`config.mk`:
```
export PLATFORM = sky130hd
export DESIGN_NAME = ces_event_select
export DESIGN_NICKNAME = d
export VERILOG_FILES = /design/src/pkg/ces_pkg.sv /design/src/rtl/ces_axil_slave.sv /design/src/rtl/ces_event_match.sv /design/src/rtl/ces_event_select.sv
export SDC_FILE = /design/constraint.sdc
export NUM_CORES = 1
export LEC_CHECK = 0
export BUFFER_PORTS_ARGS = -buffer_cell sky130_fd_sc_hd__buf_2
export CAP_MARGIN = 20
export CORE_MARGIN = 5
export CORE_UTILIZATION = 44
export DETAILED_ROUTE_END_ITERATION = 16
export GPL_TIMING_DRIVEN = 0
export PLACE_DENSITY = 0.66
export SYNTH_ARGS = -nofsm -noshare
export SYNTH_HDL_FRONTEND = slang
export SYNTH_HIERARCHICAL = 1
export SYNTH_SLANG_ARGS = --single-unit
```
`constraint.sdc`:
```
create_clock -name i_clock -period 5.1 [get_ports i_clock]
set_input_delay 0.51 -clock i_clock [delete_from_list [all_inputs] [get_ports i_clock]]
set_output_delay 0.51 -clock i_clock [all_outputs]
set_load 0.03 [all_outputs]
```
`src/pkg/ces_pkg.sv`:
```
package ces_pkg;

  // Register map, one aligned 32-bit word each
  localparam int unsigned ADDR_W      = 8;
  localparam logic [7:0]  OFS_CTRL     = 8'h00;
  localparam logic [7:0]  OFS_COUNT_LO = 8'h04;
  localparam logic [7:0]  OFS_COUNT_HI = 8'h08;
  localparam logic [7:0]  OFS_STATUS   = 8'h0C;

  // Control word fields and reset values
  localparam int unsigned CTRL_CODE_LSB = 0;
  localparam int unsigned CTRL_MASK_LSB = 8;
  localparam int unsigned CTRL_EN_BIT   = 16;
  localparam int unsigned CTRL_CLR_BIT  = 17;
  localparam logic [7:0]  CODE_RST      = 8'h00;
  localparam logic [7:0]  MASK_RST      = 8'h00;

  // Event codes
  localparam logic [7:0] EV_REMOTE_RESPONSE_RETRY_SET0 = 8'h26;
  localparam logic [7:0] EV_REMOTE_RESPONSE_RETRY_SET1 = 8'h27;
  localparam logic [7:0] EV_WRITEBACK_RETRY_SET0       = 8'h28;
  localparam logic [7:0] EV_WRITEBACK_RETRY_SET1       = 8'h29;
  localparam logic [7:0] EV_FILTER_CAPACITY_EVICTION   = 8'h3D;
  localparam logic [7:0] EV_SNOOPS_ISSUED              = 8'h51;
  localparam logic [7:0] EV_SNOOP_REPLY_COUNT          = 8'h5C;

  // Bus answers
  localparam logic [1:0] RESP_OKAY   = 2'h0;
  localparam logic [1:0] RESP_SLVERR = 2'h2;

  typedef enum logic [3:0] {
    reply_invalid, reply_shared, reply_invalid_forward, reply_shared_forward,
    reply_invalid_writeback, reply_shared_writeback, reply_forward_writeback,
    reply_conflict, reply_conflict_writeback, reply_forward_only
  } ces_reply_t;

  // Raw retry conditions; set1 bit n lines up with unit-mask bit n+1
  typedef struct packed {
    logic [7:0] remote_response_set0;
    logic [6:0] remote_response_set1;
    logic [7:0] writeback_set0;
    logic [6:0] writeback_set1;
  } ces_retry_t;

  typedef struct packed {
    logic valid;
    logic clean;
    logic modified;
    logic exclusive;
    logic shared;
  } ces_evict_t;

  typedef struct packed {
    logic valid;
    logic remote;
    logic directed;
  } ces_issue_t;

  typedef struct packed {
    logic              awvalid;
    logic [ADDR_W-1:0] awaddr;
    logic              wvalid;
    logic [31:0]       wdata;
    logic [3:0]        wstrb;
    logic              bready;
    logic              arvalid;
    logic [ADDR_W-1:0] araddr;
    logic              rready;
  } ces_axi_req_t;

  typedef struct packed {
    logic        awready;
    logic        wready;
    logic        bvalid;
    logic [1:0]  bresp;
    logic        arready;
    logic        rvalid;
    logic [31:0] rdata;
    logic [1:0]  rresp;
  } ces_axi_rsp_t;

endpackage

```
`src/rtl/ces_axil_slave.sv`:
```
module ces_axil_slave
  import ces_pkg::*;
(
  input  wire logic              i_clock,
  input  wire logic              i_rst,
  input  wire ces_axi_req_t      i_axi,
  output ces_axi_rsp_t           o_axi,
  output logic                   o_wr_en,
  output logic [ADDR_W-1:0]      o_wr_addr,
  output logic [31:0]            o_wr_data,
  output logic [3:0]             o_wr_strb,
  input  wire logic              i_wr_err,
  output logic                   o_rd_en,
  output logic [ADDR_W-1:0]      o_rd_addr,
  input  wire logic [31:0]       i_rd_data,
  input  wire logic              i_rd_err
);

  logic              aw_held_q, w_held_q, bvalid_q, rvalid_q;
  logic [ADDR_W-1:0] awaddr_q;
  logic [31:0]       wdata_q, rdata_q;
  logic [3:0]        wstrb_q;
  logic [1:0]        bresp_q, rresp_q;

  ////////////////////////////////////////////////////////////////////////////
  // Address and data are caught independently, so either may come first
  always_ff @(posedge i_clock)
  begin
    if (i_rst)
    begin
      aw_held_q <= 1'b0;
      w_held_q  <= 1'b0;
      awaddr_q  <= '0;
      wdata_q   <= '0;
      wstrb_q   <= '0;
    end
    else
    begin
      if (o_axi.awready && i_axi.awvalid)
      begin
        aw_held_q <= 1'b1;
        awaddr_q  <= i_axi.awaddr;
      end
      else if (o_wr_en)
        aw_held_q <= 1'b0;
      if (o_axi.wready && i_axi.wvalid)
      begin
        w_held_q <= 1'b1;
        wdata_q  <= i_axi.wdata;
        wstrb_q  <= i_axi.wstrb;
      end
      else if (o_wr_en)
        w_held_q <= 1'b0;
    end
  end

  // Write answer is raised on the same edge as the register update
  always_ff @(posedge i_clock)
  begin
    if (i_rst)
    begin
      bvalid_q <= 1'b0;
      bresp_q  <= RESP_OKAY;
    end
    else if (o_wr_en)
    begin
      bvalid_q <= 1'b1;
      bresp_q  <= i_wr_err ? RESP_SLVERR : RESP_OKAY;
    end
    else if (i_axi.bready)
      bvalid_q <= 1'b0;
  end

  // Reads have no side effects, so data is sampled at the address handshake
  always_ff @(posedge i_clock)
  begin
    if (i_rst)
    begin
      rvalid_q <= 1'b0;
      rdata_q  <= '0;
      rresp_q  <= RESP_OKAY;
    end
    else if (o_rd_en)
    begin
      rvalid_q <= 1'b1;
      rdata_q  <= i_rd_data;
      rresp_q  <= i_rd_err ? RESP_SLVERR : RESP_OKAY;
    end
    else if (i_axi.rready)
      rvalid_q <= 1'b0;
  end

  // Handshake outputs
  always_comb
  begin
    o_axi.awready = !aw_held_q && !bvalid_q;
    o_axi.wready  = !w_held_q && !bvalid_q;
    o_axi.bvalid  = bvalid_q;
    o_axi.bresp   = bresp_q;
    o_axi.arready = !rvalid_q;
    o_axi.rvalid  = rvalid_q;
    o_axi.rdata   = rdata_q;
    o_axi.rresp   = rresp_q;
  end

  assign o_wr_en   = aw_held_q && w_held_q && !bvalid_q;
  assign o_wr_addr = awaddr_q;
  assign o_wr_data = wdata_q;
  assign o_wr_strb = wstrb_q;
  assign o_rd_en   = i_axi.arvalid && !rvalid_q;
  assign o_rd_addr = i_axi.araddr;

endmodule

```
`src/rtl/ces_event_match.sv`:
```
module ces_event_match
  import ces_pkg::*;
#(
  parameter int unsigned LANES = 3,
  parameter int unsigned INC_W = 2
)
(
  input  wire logic [7:0]       i_code,
  input  wire logic [7:0]       i_umask,
  input  wire ces_retry_t       i_retry,
  input  wire ces_evict_t       i_evict,
  input  wire ces_issue_t       i_issue,
  input  wire logic [LANES-1:0] i_reply_valid,
  input  wire ces_reply_t       i_reply_kind [LANES],
  output logic [INC_W-1:0]      o_incr,
  output logic                  o_known
);

  // The increment must hold every lane counting at once
  if (LANES < 1 || INC_W < $clog2(LANES + 1))
  begin : g_bad_param
    $error("ces_event_match: LANES must be 1 or more and INC_W wide enough for it");
  end

  // Set1 retry: bit 0 is the OR of all set0 conditions, the rest map 1:1
  function automatic logic set1_hit(input logic [7:0] set0, input logic [6:0] set1,
                                    input logic [7:0] umask);
    set1_hit = (umask[0] && |set0) || |(umask[7:1] & set1); // see RULE_02 see RULE_10
  endfunction

  // Reply kinds folded onto their unit-mask bit
  function automatic logic reply_hit(input ces_reply_t kind, input logic [7:0] umask);
    unique case (kind)
      reply_invalid:            reply_hit = umask[0]; // see RULE_16
      reply_shared:             reply_hit = umask[1];
      reply_invalid_forward:    reply_hit = umask[2];
      reply_shared_forward:     reply_hit = umask[3];
      reply_invalid_writeback,
      reply_shared_writeback:   reply_hit = umask[4]; // see RULE_17
      reply_forward_writeback:  reply_hit = umask[5]; // see RULE_18
      reply_conflict,
      reply_conflict_writeback: reply_hit = umask[6]; // see RULE_19
      reply_forward_only:       reply_hit = umask[7]; // see RULE_20
      default:                  reply_hit = 1'b0;
    endcase
  endfunction

  logic [LANES-1:0] lane_hit;

  ////////////////////////////////////////////////////////////////////////////
  // Every reply lane is judged on its own so each one counts
  for (genvar g = 0; g < LANES; g++)
  begin : g_lane
    assign lane_hit[g] = i_reply_valid[g] && reply_hit(i_reply_kind[g], i_umask);
  end

  // Event selection; unknown codes never count
  always_comb
  begin
    o_incr  = '0;
    o_known = 1'b1;
    unique case (i_code)
      EV_REMOTE_RESPONSE_RETRY_SET0:
        o_incr = INC_W'(|(i_umask & i_retry.remote_response_set0)); // see RULE_21
      EV_REMOTE_RESPONSE_RETRY_SET1: // see RULE_04
        o_incr = INC_W'(set1_hit(i_retry.remote_response_set0, // see RULE_01 see RULE_03
                                 i_retry.remote_response_set1, i_umask)); // see RULE_05
      EV_WRITEBACK_RETRY_SET0: // see RULE_08 see RULE_09
        o_incr = INC_W'(|(i_umask & i_retry.writeback_set0)); // see RULE_06 see RULE_07
      EV_WRITEBACK_RETRY_SET1:
        o_incr = INC_W'(set1_hit(i_retry.writeback_set0, i_retry.writeback_set1, i_umask));
      EV_FILTER_CAPACITY_EVICTION: // Bits 7:3 undefined, see RULE_23
        o_incr = INC_W'(i_evict.valid && !i_evict.clean && // see RULE_12
                 |(i_umask[2:0] & {i_evict.shared, i_evict.exclusive,
                                   i_evict.modified})); // see RULE_11
      EV_SNOOPS_ISSUED: // Bit 1 undefined, see RULE_23
        o_incr = INC_W'(i_issue.valid && (i_umask[0] // see RULE_13
                 || (i_umask[2] && !i_issue.remote) || (i_umask[3] && i_issue.remote)
                 || (i_umask[4] && !i_issue.remote && !i_issue.directed) // see RULE_14
                 || (i_umask[5] && i_issue.remote && !i_issue.directed)
                 || (i_umask[6] && !i_issue.remote && i_issue.directed)
                 || (i_umask[7] && i_issue.remote && i_issue.directed)));
      EV_SNOOP_REPLY_COUNT:
        for (int i = 0; i < LANES; i++)
          o_incr = o_incr + INC_W'(lane_hit[i]); // see RULE_15
      default:
        o_known = 1'b0;
    endcase
  end

endmodule

```
`src/rtl/ces_event_select.sv`:
```
// Function
// (RULE_01) Code 0x27 counts retries of the remote response queue, second set.
// (RULE_02) In that set, mask bit 0 counts any condition of its first set.
// (RULE_03) Second sets: bits 1-4 home agent, cache victim, filter victim, victim.
// (RULE_04) Second sets: bit 5 counts way conflicts in cache or snoop filter.
// (RULE_05) Second sets: bit 6 snoop allowed, bit 7 physical address conflict.
// (RULE_06) Code 0x28 counts retries of the writeback queue, first set.
// (RULE_07) Its bits 0-3: missing credits for command request/response, payload reply/writeback.
// (RULE_08) Its bits 4 and 5: missing payload credits for noncoherent bypass/standard.
// (RULE_09) Its bits 6 and 7: cannot inject acknowledge or invalidate ring message.
// (RULE_10) Code 0x29 is writeback second set; bit 0 counts any first-set condition.
// (RULE_11) Code 0x3D counts capacity evictions; bits 0-2 select modified, exclusive, shared.
// (RULE_12) Clean evictions are never counted.
// (RULE_13) Code 0x51 counts issued snoops; bit 0 all, bits 2-3 local, remote.
// (RULE_14) Bits 4-5 broadcast local/remote, bits 6-7 directed local/remote snoops.
// (RULE_15) Code 0x5C counts snoop replies; every matching reply adds one.
// (RULE_16) Reply bits 0-3: invalid, shared, invalid-forward, shared-forward.
// (RULE_17) Reply bit 4 matches invalid-writeback or shared-writeback.
// (RULE_18) Reply bit 5 selects forward-with-writeback replies.
// (RULE_19) Reply bit 6 selects both conflict reply kinds.
// (RULE_20) Reply bit 7 selects forward-only replies.
// (RULE_21) Code 0x26 first sets use the same eight credit conditions order.
// (RULE_22) Any selected condition adds one per cycle; set bits are ORed.
// (RULE_23) Mask bits undefined for the selected event never count.
//
// Local design decisions: the register offsets and the AXI4-Lite slave port.
module ces_event_select
  import ces_pkg::*;
#(
  parameter int unsigned CNT_W = 48,
  parameter int unsigned LANES = 3
)
(
  input  wire logic             i_clock,
  input  wire logic             i_rst,
  input  wire ces_axi_req_t     i_axi,
  output ces_axi_rsp_t          o_axi,
  input  wire ces_retry_t       i_retry,
  input  wire ces_evict_t       i_evict,
  input  wire ces_issue_t       i_issue,
  input  wire logic [LANES-1:0] i_reply_valid,
  input  wire ces_reply_t       i_reply_kind [LANES]
);

  localparam int unsigned INC_W = $clog2(LANES + 1);

  // The high count word carries CNT_W-32 bits and must not be empty
  if (CNT_W < 33 || CNT_W > 63 || LANES < 1 || LANES > 15)
  begin : g_bad_param
    $error("ces_event_select: CNT_W must be 33..63 and LANES 1..15");
  end

  logic              wr_en, rd_en, rd_err, wr_err, known, clr;
  logic [ADDR_W-1:0] wr_addr, rd_addr;
  logic [31:0]       wr_data, rd_data;
  logic [3:0]        wr_strb;
  logic [INC_W-1:0]  incr;
  logic [7:0]        code_q, mask_q;
  logic              en_q, hit_q;
  logic [CNT_W-1:0]  count_q;

  ////////////////////////////////////////////////////////////////////////////
  // Bus slave and event qualification
  ces_axil_slave u_bus (
    .i_clock   (i_clock),
    .i_rst     (i_rst),
    .i_axi     (i_axi),
    .o_axi     (o_axi),
    .o_wr_en   (wr_en),
    .o_wr_addr (wr_addr),
    .o_wr_data (wr_data),
    .o_wr_strb (wr_strb),
    .i_wr_err  (wr_err),
    .o_rd_en   (rd_en),
    .o_rd_addr (rd_addr),
    .i_rd_data (rd_data),
    .i_rd_err  (rd_err)
  );

  ces_event_match #(
    .LANES (LANES),
    .INC_W (INC_W)
  ) u_match (
    .i_code        (code_q),
    .i_umask       (mask_q),
    .i_retry       (i_retry),
    .i_evict       (i_evict),
    .i_issue       (i_issue),
    .i_reply_valid (i_reply_valid),
    .i_reply_kind  (i_reply_kind),
    .o_incr        (incr),
    .o_known       (known)
  );

  ////////////////////////////////////////////////////////////////////////////
  // Control word, byte-lane writes
  assign wr_err = !(wr_addr == OFS_CTRL || wr_addr == OFS_COUNT_LO ||
                    wr_addr == OFS_COUNT_HI || wr_addr == OFS_STATUS);
  assign clr    = wr_en && wr_addr == OFS_CTRL && wr_strb[2] && wr_data[CTRL_CLR_BIT];

  always_ff @(posedge i_clock)
  begin
    if (i_rst)
    begin
      code_q <= CODE_RST;
      mask_q <= MASK_RST;
      en_q   <= 1'b0;
    end
    else if (wr_en && wr_addr == OFS_CTRL)
    begin
      if (wr_strb[0])
        code_q <= wr_data[CTRL_CODE_LSB +: 8];
      if (wr_strb[1])
        mask_q <= wr_data[CTRL_MASK_LSB +: 8];
      if (wr_strb[2])
        en_q <= wr_data[CTRL_EN_BIT];
    end
  end

  // Counter; an event in the clearing cycle survives as the new start value
  always_ff @(posedge i_clock)
  begin
    if (i_rst)
      count_q <= '0;
    else if (clr)
      count_q <= en_q ? CNT_W'(incr) : '0;
    else if (en_q)
      count_q <= count_q + CNT_W'(incr); // see RULE_22
  end

  // Last-cycle hit, visible in status for bring-up
  always_ff @(posedge i_clock)
  begin
    if (i_rst)
      hit_q <= 1'b0;
    else
      hit_q <= en_q && incr != '0;
  end

  // Read decode; unmapped words answer with an error
  always_comb
  begin
    rd_data = '0;
    rd_err  = 1'b0;
    unique case (rd_addr)
      OFS_CTRL:     rd_data = {15'h0, en_q, mask_q, code_q};
      OFS_COUNT_LO: rd_data = count_q[31:0];
      OFS_COUNT_HI: rd_data = {{(64 - CNT_W){1'b0}}, count_q[CNT_W-1:32]};
      OFS_STATUS:   rd_data = {29'h0, hit_q, known, en_q};
      default:      rd_err  = 1'b1;
    endcase
  end
endmodule

```
==> Flow_metrics.wiki <==
{| class="wikitable"
! Metric !! Value
|-
| Run status || complete, no violations
|-
| Remaining number of nets flagged by the antenna check after routing || 0
|-
| Post-layout minimum cycle time || 4.64 ns
|-
| Combinational Power Share || 0.073
|-
| Worst Path Required || about 5.5 ns
|-
| Final RePlAce weighted congestion || about 0.91
|-
| Number of clock sinks seen by CTS || 133
|-
| Cts bufs inserted || 17
|-
| Clk slew on worst S/H paths || approximately 0.06 ns
|-
| Path depth of the worst reg2reg path || 16
|-
| PnR Total Power || approximately 2500 uW
|-
| Synth Warn # || 6
|-
| Relative area change from synthesis to final layout || 22.2%
|-
| Diode insertion count for antenna repair || 0
|-
| Clock network fraction of design power || 0.506
|-
| Leftover overflow at the end of global routing || 0
|-
| Type of element capturing the critical path || register
|-
| WHS Endpoint || u_bus/o_wr_addr[0]
|-
| DRC errors left || 0
|-
| Clock tree from TritonCTS || yes
|-
| Startpoint types || register
|-
| Crit Reg-Reg Endpoint || count_q[38]
|-
| Number of cells produced by synthesis || 877
|-
| Internal Dissipation || approximately 1900 uW
|-
| Die Ht || approximately 140 um
|-
| Setup Viol. Count Final || 0
|-
| Number of port buffers || about 130
|-
| Area taken by flip-flops and latches || approximately 0.0027 mm2
|-
| Number of slew-limit violations in the final report || 0
|-
| Layout filler cell count || 1,533
|-
| Worst-path maximum fanout || 10
|-
| Number of nets in the final layout || ~1,100
|-
| Number of H-tree levels || 4
|-
| Net Sw Frac || 0.246
|-
| Max VDD drop || roughly 0.25 mV
|-
| Count of cells resized by post-cts repair || 0
|-
| Routed via count divided by cell count || between 5 and 6
|-
| Largest net degree at the start of global routing || 17
|-
| Clock tree skew after final layout || roughly 0.015 ns
|-
| WHS Path Cells || 3
|-
| Combined area of all synthesized cells || ~0.0069 mm2
|-
| I/O pin cnt || approximately 150
|-
| Clock latency reported for the late side of the worst-skew pair || between 0.4 and 0.5 ns
|-
| PwrDens || ~300 mW/mm2
|-
| Ratio of cells with drive above 1 in the final layout || 0.210
|-
| Hold Buf Count CTS || 0
|-
| Sum of routed wire length over all layers || around 20,000 um
|-
| Placed wire-length estimate || approximately 15,000 um
|-
| Average cell area after synthesis || a little under 8 um2
|-
| Total track usage || 0.216
|-
| Total number of placement rows || 45
|-
| Kind of path behind the tightest hold check || in -> reg
|-
| Via count of the first global-routing pass || about 6,400
|-
| Number of iterations in the first detailed-routing pass || 5
|-
| Period utilisation layout || 0.909
|-
| Worst hold start || i_axi[48]
|-
| Routed WL per cell || about 16 um
|-
| Register-to-Register Setup Slack || about 0.46 ns
|-
| Transition time of the tightest slew-check pin || 1.18 ns
|-
| Area of the die || around 0.018 mm2
|-
| Core Footprint || about 0.015 mm2
|-
| Net Switching || around 630 uW
|-
| Routed via count || around 6,700
|-
| Sequential share of power || 0.421
|-
| Number of buffers on the longest clock path || 2
|-
| Cell at the root of the clock tree || sky130_fd_sc_hd__clkbuf_16
|-
| Max Cap Violations || 0
|-
| Area of combinational cells with multiple inputs || around 0.0038 mm2
|-
| Slew margin rel. || 0.208
|-
| Global-route wire length before repair || between 30,000 and 40,000 um
|-
| Die W || ~140 um
|-
| Worst flop-to-flop path startpoint || mask_q[6]
|-
| Total negative setup slack || 0 ns
|-
| Final hold violation count || 0
|-
| Post-CTS setup repair buffer count || 0
|-
| Leakage power of the design || ~0.0032 uW
|-
| Effective utilization at floorplan || 0.451
|-
| Setup repair after global routing missed its margin || no
|-
| Number of antenna violations at the first check in global routing || 0
|-
| DR iter-0 viols || ~450
|-
| Maximum frequency from static timing analysis || 0.216 GHz
|-
| Critical setup path kind || reg -> reg
|-
| Data arrival, critical path || roughly 5.0 ns
|}
[flip-flops by register name, summed over array words and instances (netlist names)]
signal           cells
count_q             48
u_bus/rdata_q       32
u_bus/o_wr_data     18
code_q               8
mask_q               8
u_bus/o_wr_addr      8
u_bus/o_wr_strb      3
en_q                 1
hit_q                1
u_bus/aw_held_q      1
u_bus/bresp_q        1
u_bus/bvalid_q       1
u_bus/rresp_q        1
u_bus/rvalid_q       1
u_bus/w_held_q       1
[layout by cell type (no fill, tap or decap), types with 4 or more instances in the layout]
master	instances
sky130_fd_sc_hd__mux2i_1	26
sky130_fd_sc_hd__nand4_1	31
sky130_fd_sc_hd__o21ai_1	4
sky130_fd_sc_hd__nand2b_1	5
sky130_fd_sc_hd__buf_6	5
sky130_fd_sc_hd__nor4_1	17
sky130_fd_sc_hd__nor2_1	98
sky130_fd_sc_hd__and3_1	7
sky130_fd_sc_hd__nand3_1	38
sky130_fd_sc_hd__or3_1	6
sky130_fd_sc_hd__and2_1	22
sky130_fd_sc_hd__nor3_1	10
sky130_fd_sc_hd__o21ai_0	8
sky130_fd_sc_hd__a22oi_1	5
sky130_fd_sc_hd__mux4_2	6
sky130_fd_sc_hd__buf_2	140
sky130_fd_sc_hd__clkbuf_1	26
sky130_fd_sc_hd__clkbuf_16	17
sky130_fd_sc_hd__xor2_1	29
sky130_fd_sc_hd__a21oi_1	106
sky130_fd_sc_hd__dfxtp_1	133
sky130_fd_sc_hd__xnor2_1	12
sky130_fd_sc_hd__a221oi_1	4
sky130_fd_sc_hd__buf_4	16
sky130_fd_sc_hd__inv_1	17
sky130_fd_sc_hd__o2111ai_1	4
sky130_fd_sc_hd__nand2_1	167
[worst max path at each step]
stage,end,slack (ns),start,depth (start not counted)
floorplan,count_q[36],1.11,i_reply_kind[8],15
global placement,count_q[38],0.38,i_reply_kind[8],16
detailed placement,count_q[38],0.35,i_reply_kind[8],16
CTS,count_q[38],0.46,mask_q[6],16
global route,count_q[38],0.16,mask_q[6],16
finish,count_q[38],0.46,mask_q[6],16
[metal layers]
layer / vias up / share of wire / routed length (um) / global-route usage
met5: - / 0 / 0 / 0
met4: 0 / 0.016 / 320 / 0.0638
met3: 31 / 0.063 / 1240 / 0.0499
met2: 219 / 0.44 / 8760 / 0.337
met1: 3093 / 0.48 / 9410 / 0.299
li1: 3326 / - / - / -
[final cells by class]
cell class	instances	area share
buffer	65	0.0429
clock inverter	15	0.0232
multi-input combinational	662	0.451
tap	211	0.0314
clock buffer	17	0.0506
inverter	18	0.00804
timing repair buffer	127	0.0757
sequential	133	0.317
[power by group through the flow]
stage          sequential (uW)  combinational [uW]  clock (uW)
4_1_cts                   1070                 185        1300
3_5_place_dp              1090                 184           0
6_report                  1070                 184        1290
3_3_place_gp              1090                 183           0
5_1_grt                   1070                 205        1350
2_1_floorplan             1090                 113           0
[worst max-delay path, cell delays in order, from the launching register on]
cell                       delay, ns
sky130_fd_sc_hd__dfxtp_1        0.35
sky130_fd_sc_hd__buf_2          0.21
sky130_fd_sc_hd__mux4_2         0.48
sky130_fd_sc_hd__mux2i_1        0.14
sky130_fd_sc_hd__o21ai_1        0.07
sky130_fd_sc_hd__and2_1         0.18
sky130_fd_sc_hd__fa_1           0.54
sky130_fd_sc_hd__a221oi_1       0.08
sky130_fd_sc_hd__o211ai_1       0.23
sky130_fd_sc_hd__ha_1           0.25
sky130_fd_sc_hd__inv_1          0.06
sky130_fd_sc_hd__fa_1           0.43
sky130_fd_sc_hd__nand3b_1       0.27
sky130_fd_sc_hd__nor4_4         0.58
sky130_fd_sc_hd__nand3_2        0.23
sky130_fd_sc_hd__or3_1          0.35
sky130_fd_sc_hd__a21oi_1        0.13
[through the flow]
| step | worst slack [ns] | std cells | util | area (um2) | hold slack [ns] |
|---|---|---|---|---|---|
| 3_5_place_dp | 0.345 | 1216 | 0.510 | 7780 | 0.443 |
| 4_1_cts | 0.458 | 1248 | 0.551 | 8400 | 0.304 |
| 3_3_place_gp | 0.379 | 1216 | 0.510 | 7780 | 0.440 |
| 5_1_grt | 0.162 | 1248 | 0.551 | 8400 | 0.314 |
| 2_1_floorplan | 1.11 | 878 | - | 6880 | 0.431 |
| 6_report | 0.462 | 1248 | 0.551 | 8400 | 0.314 |
Power figures use the tool's default switching activity.
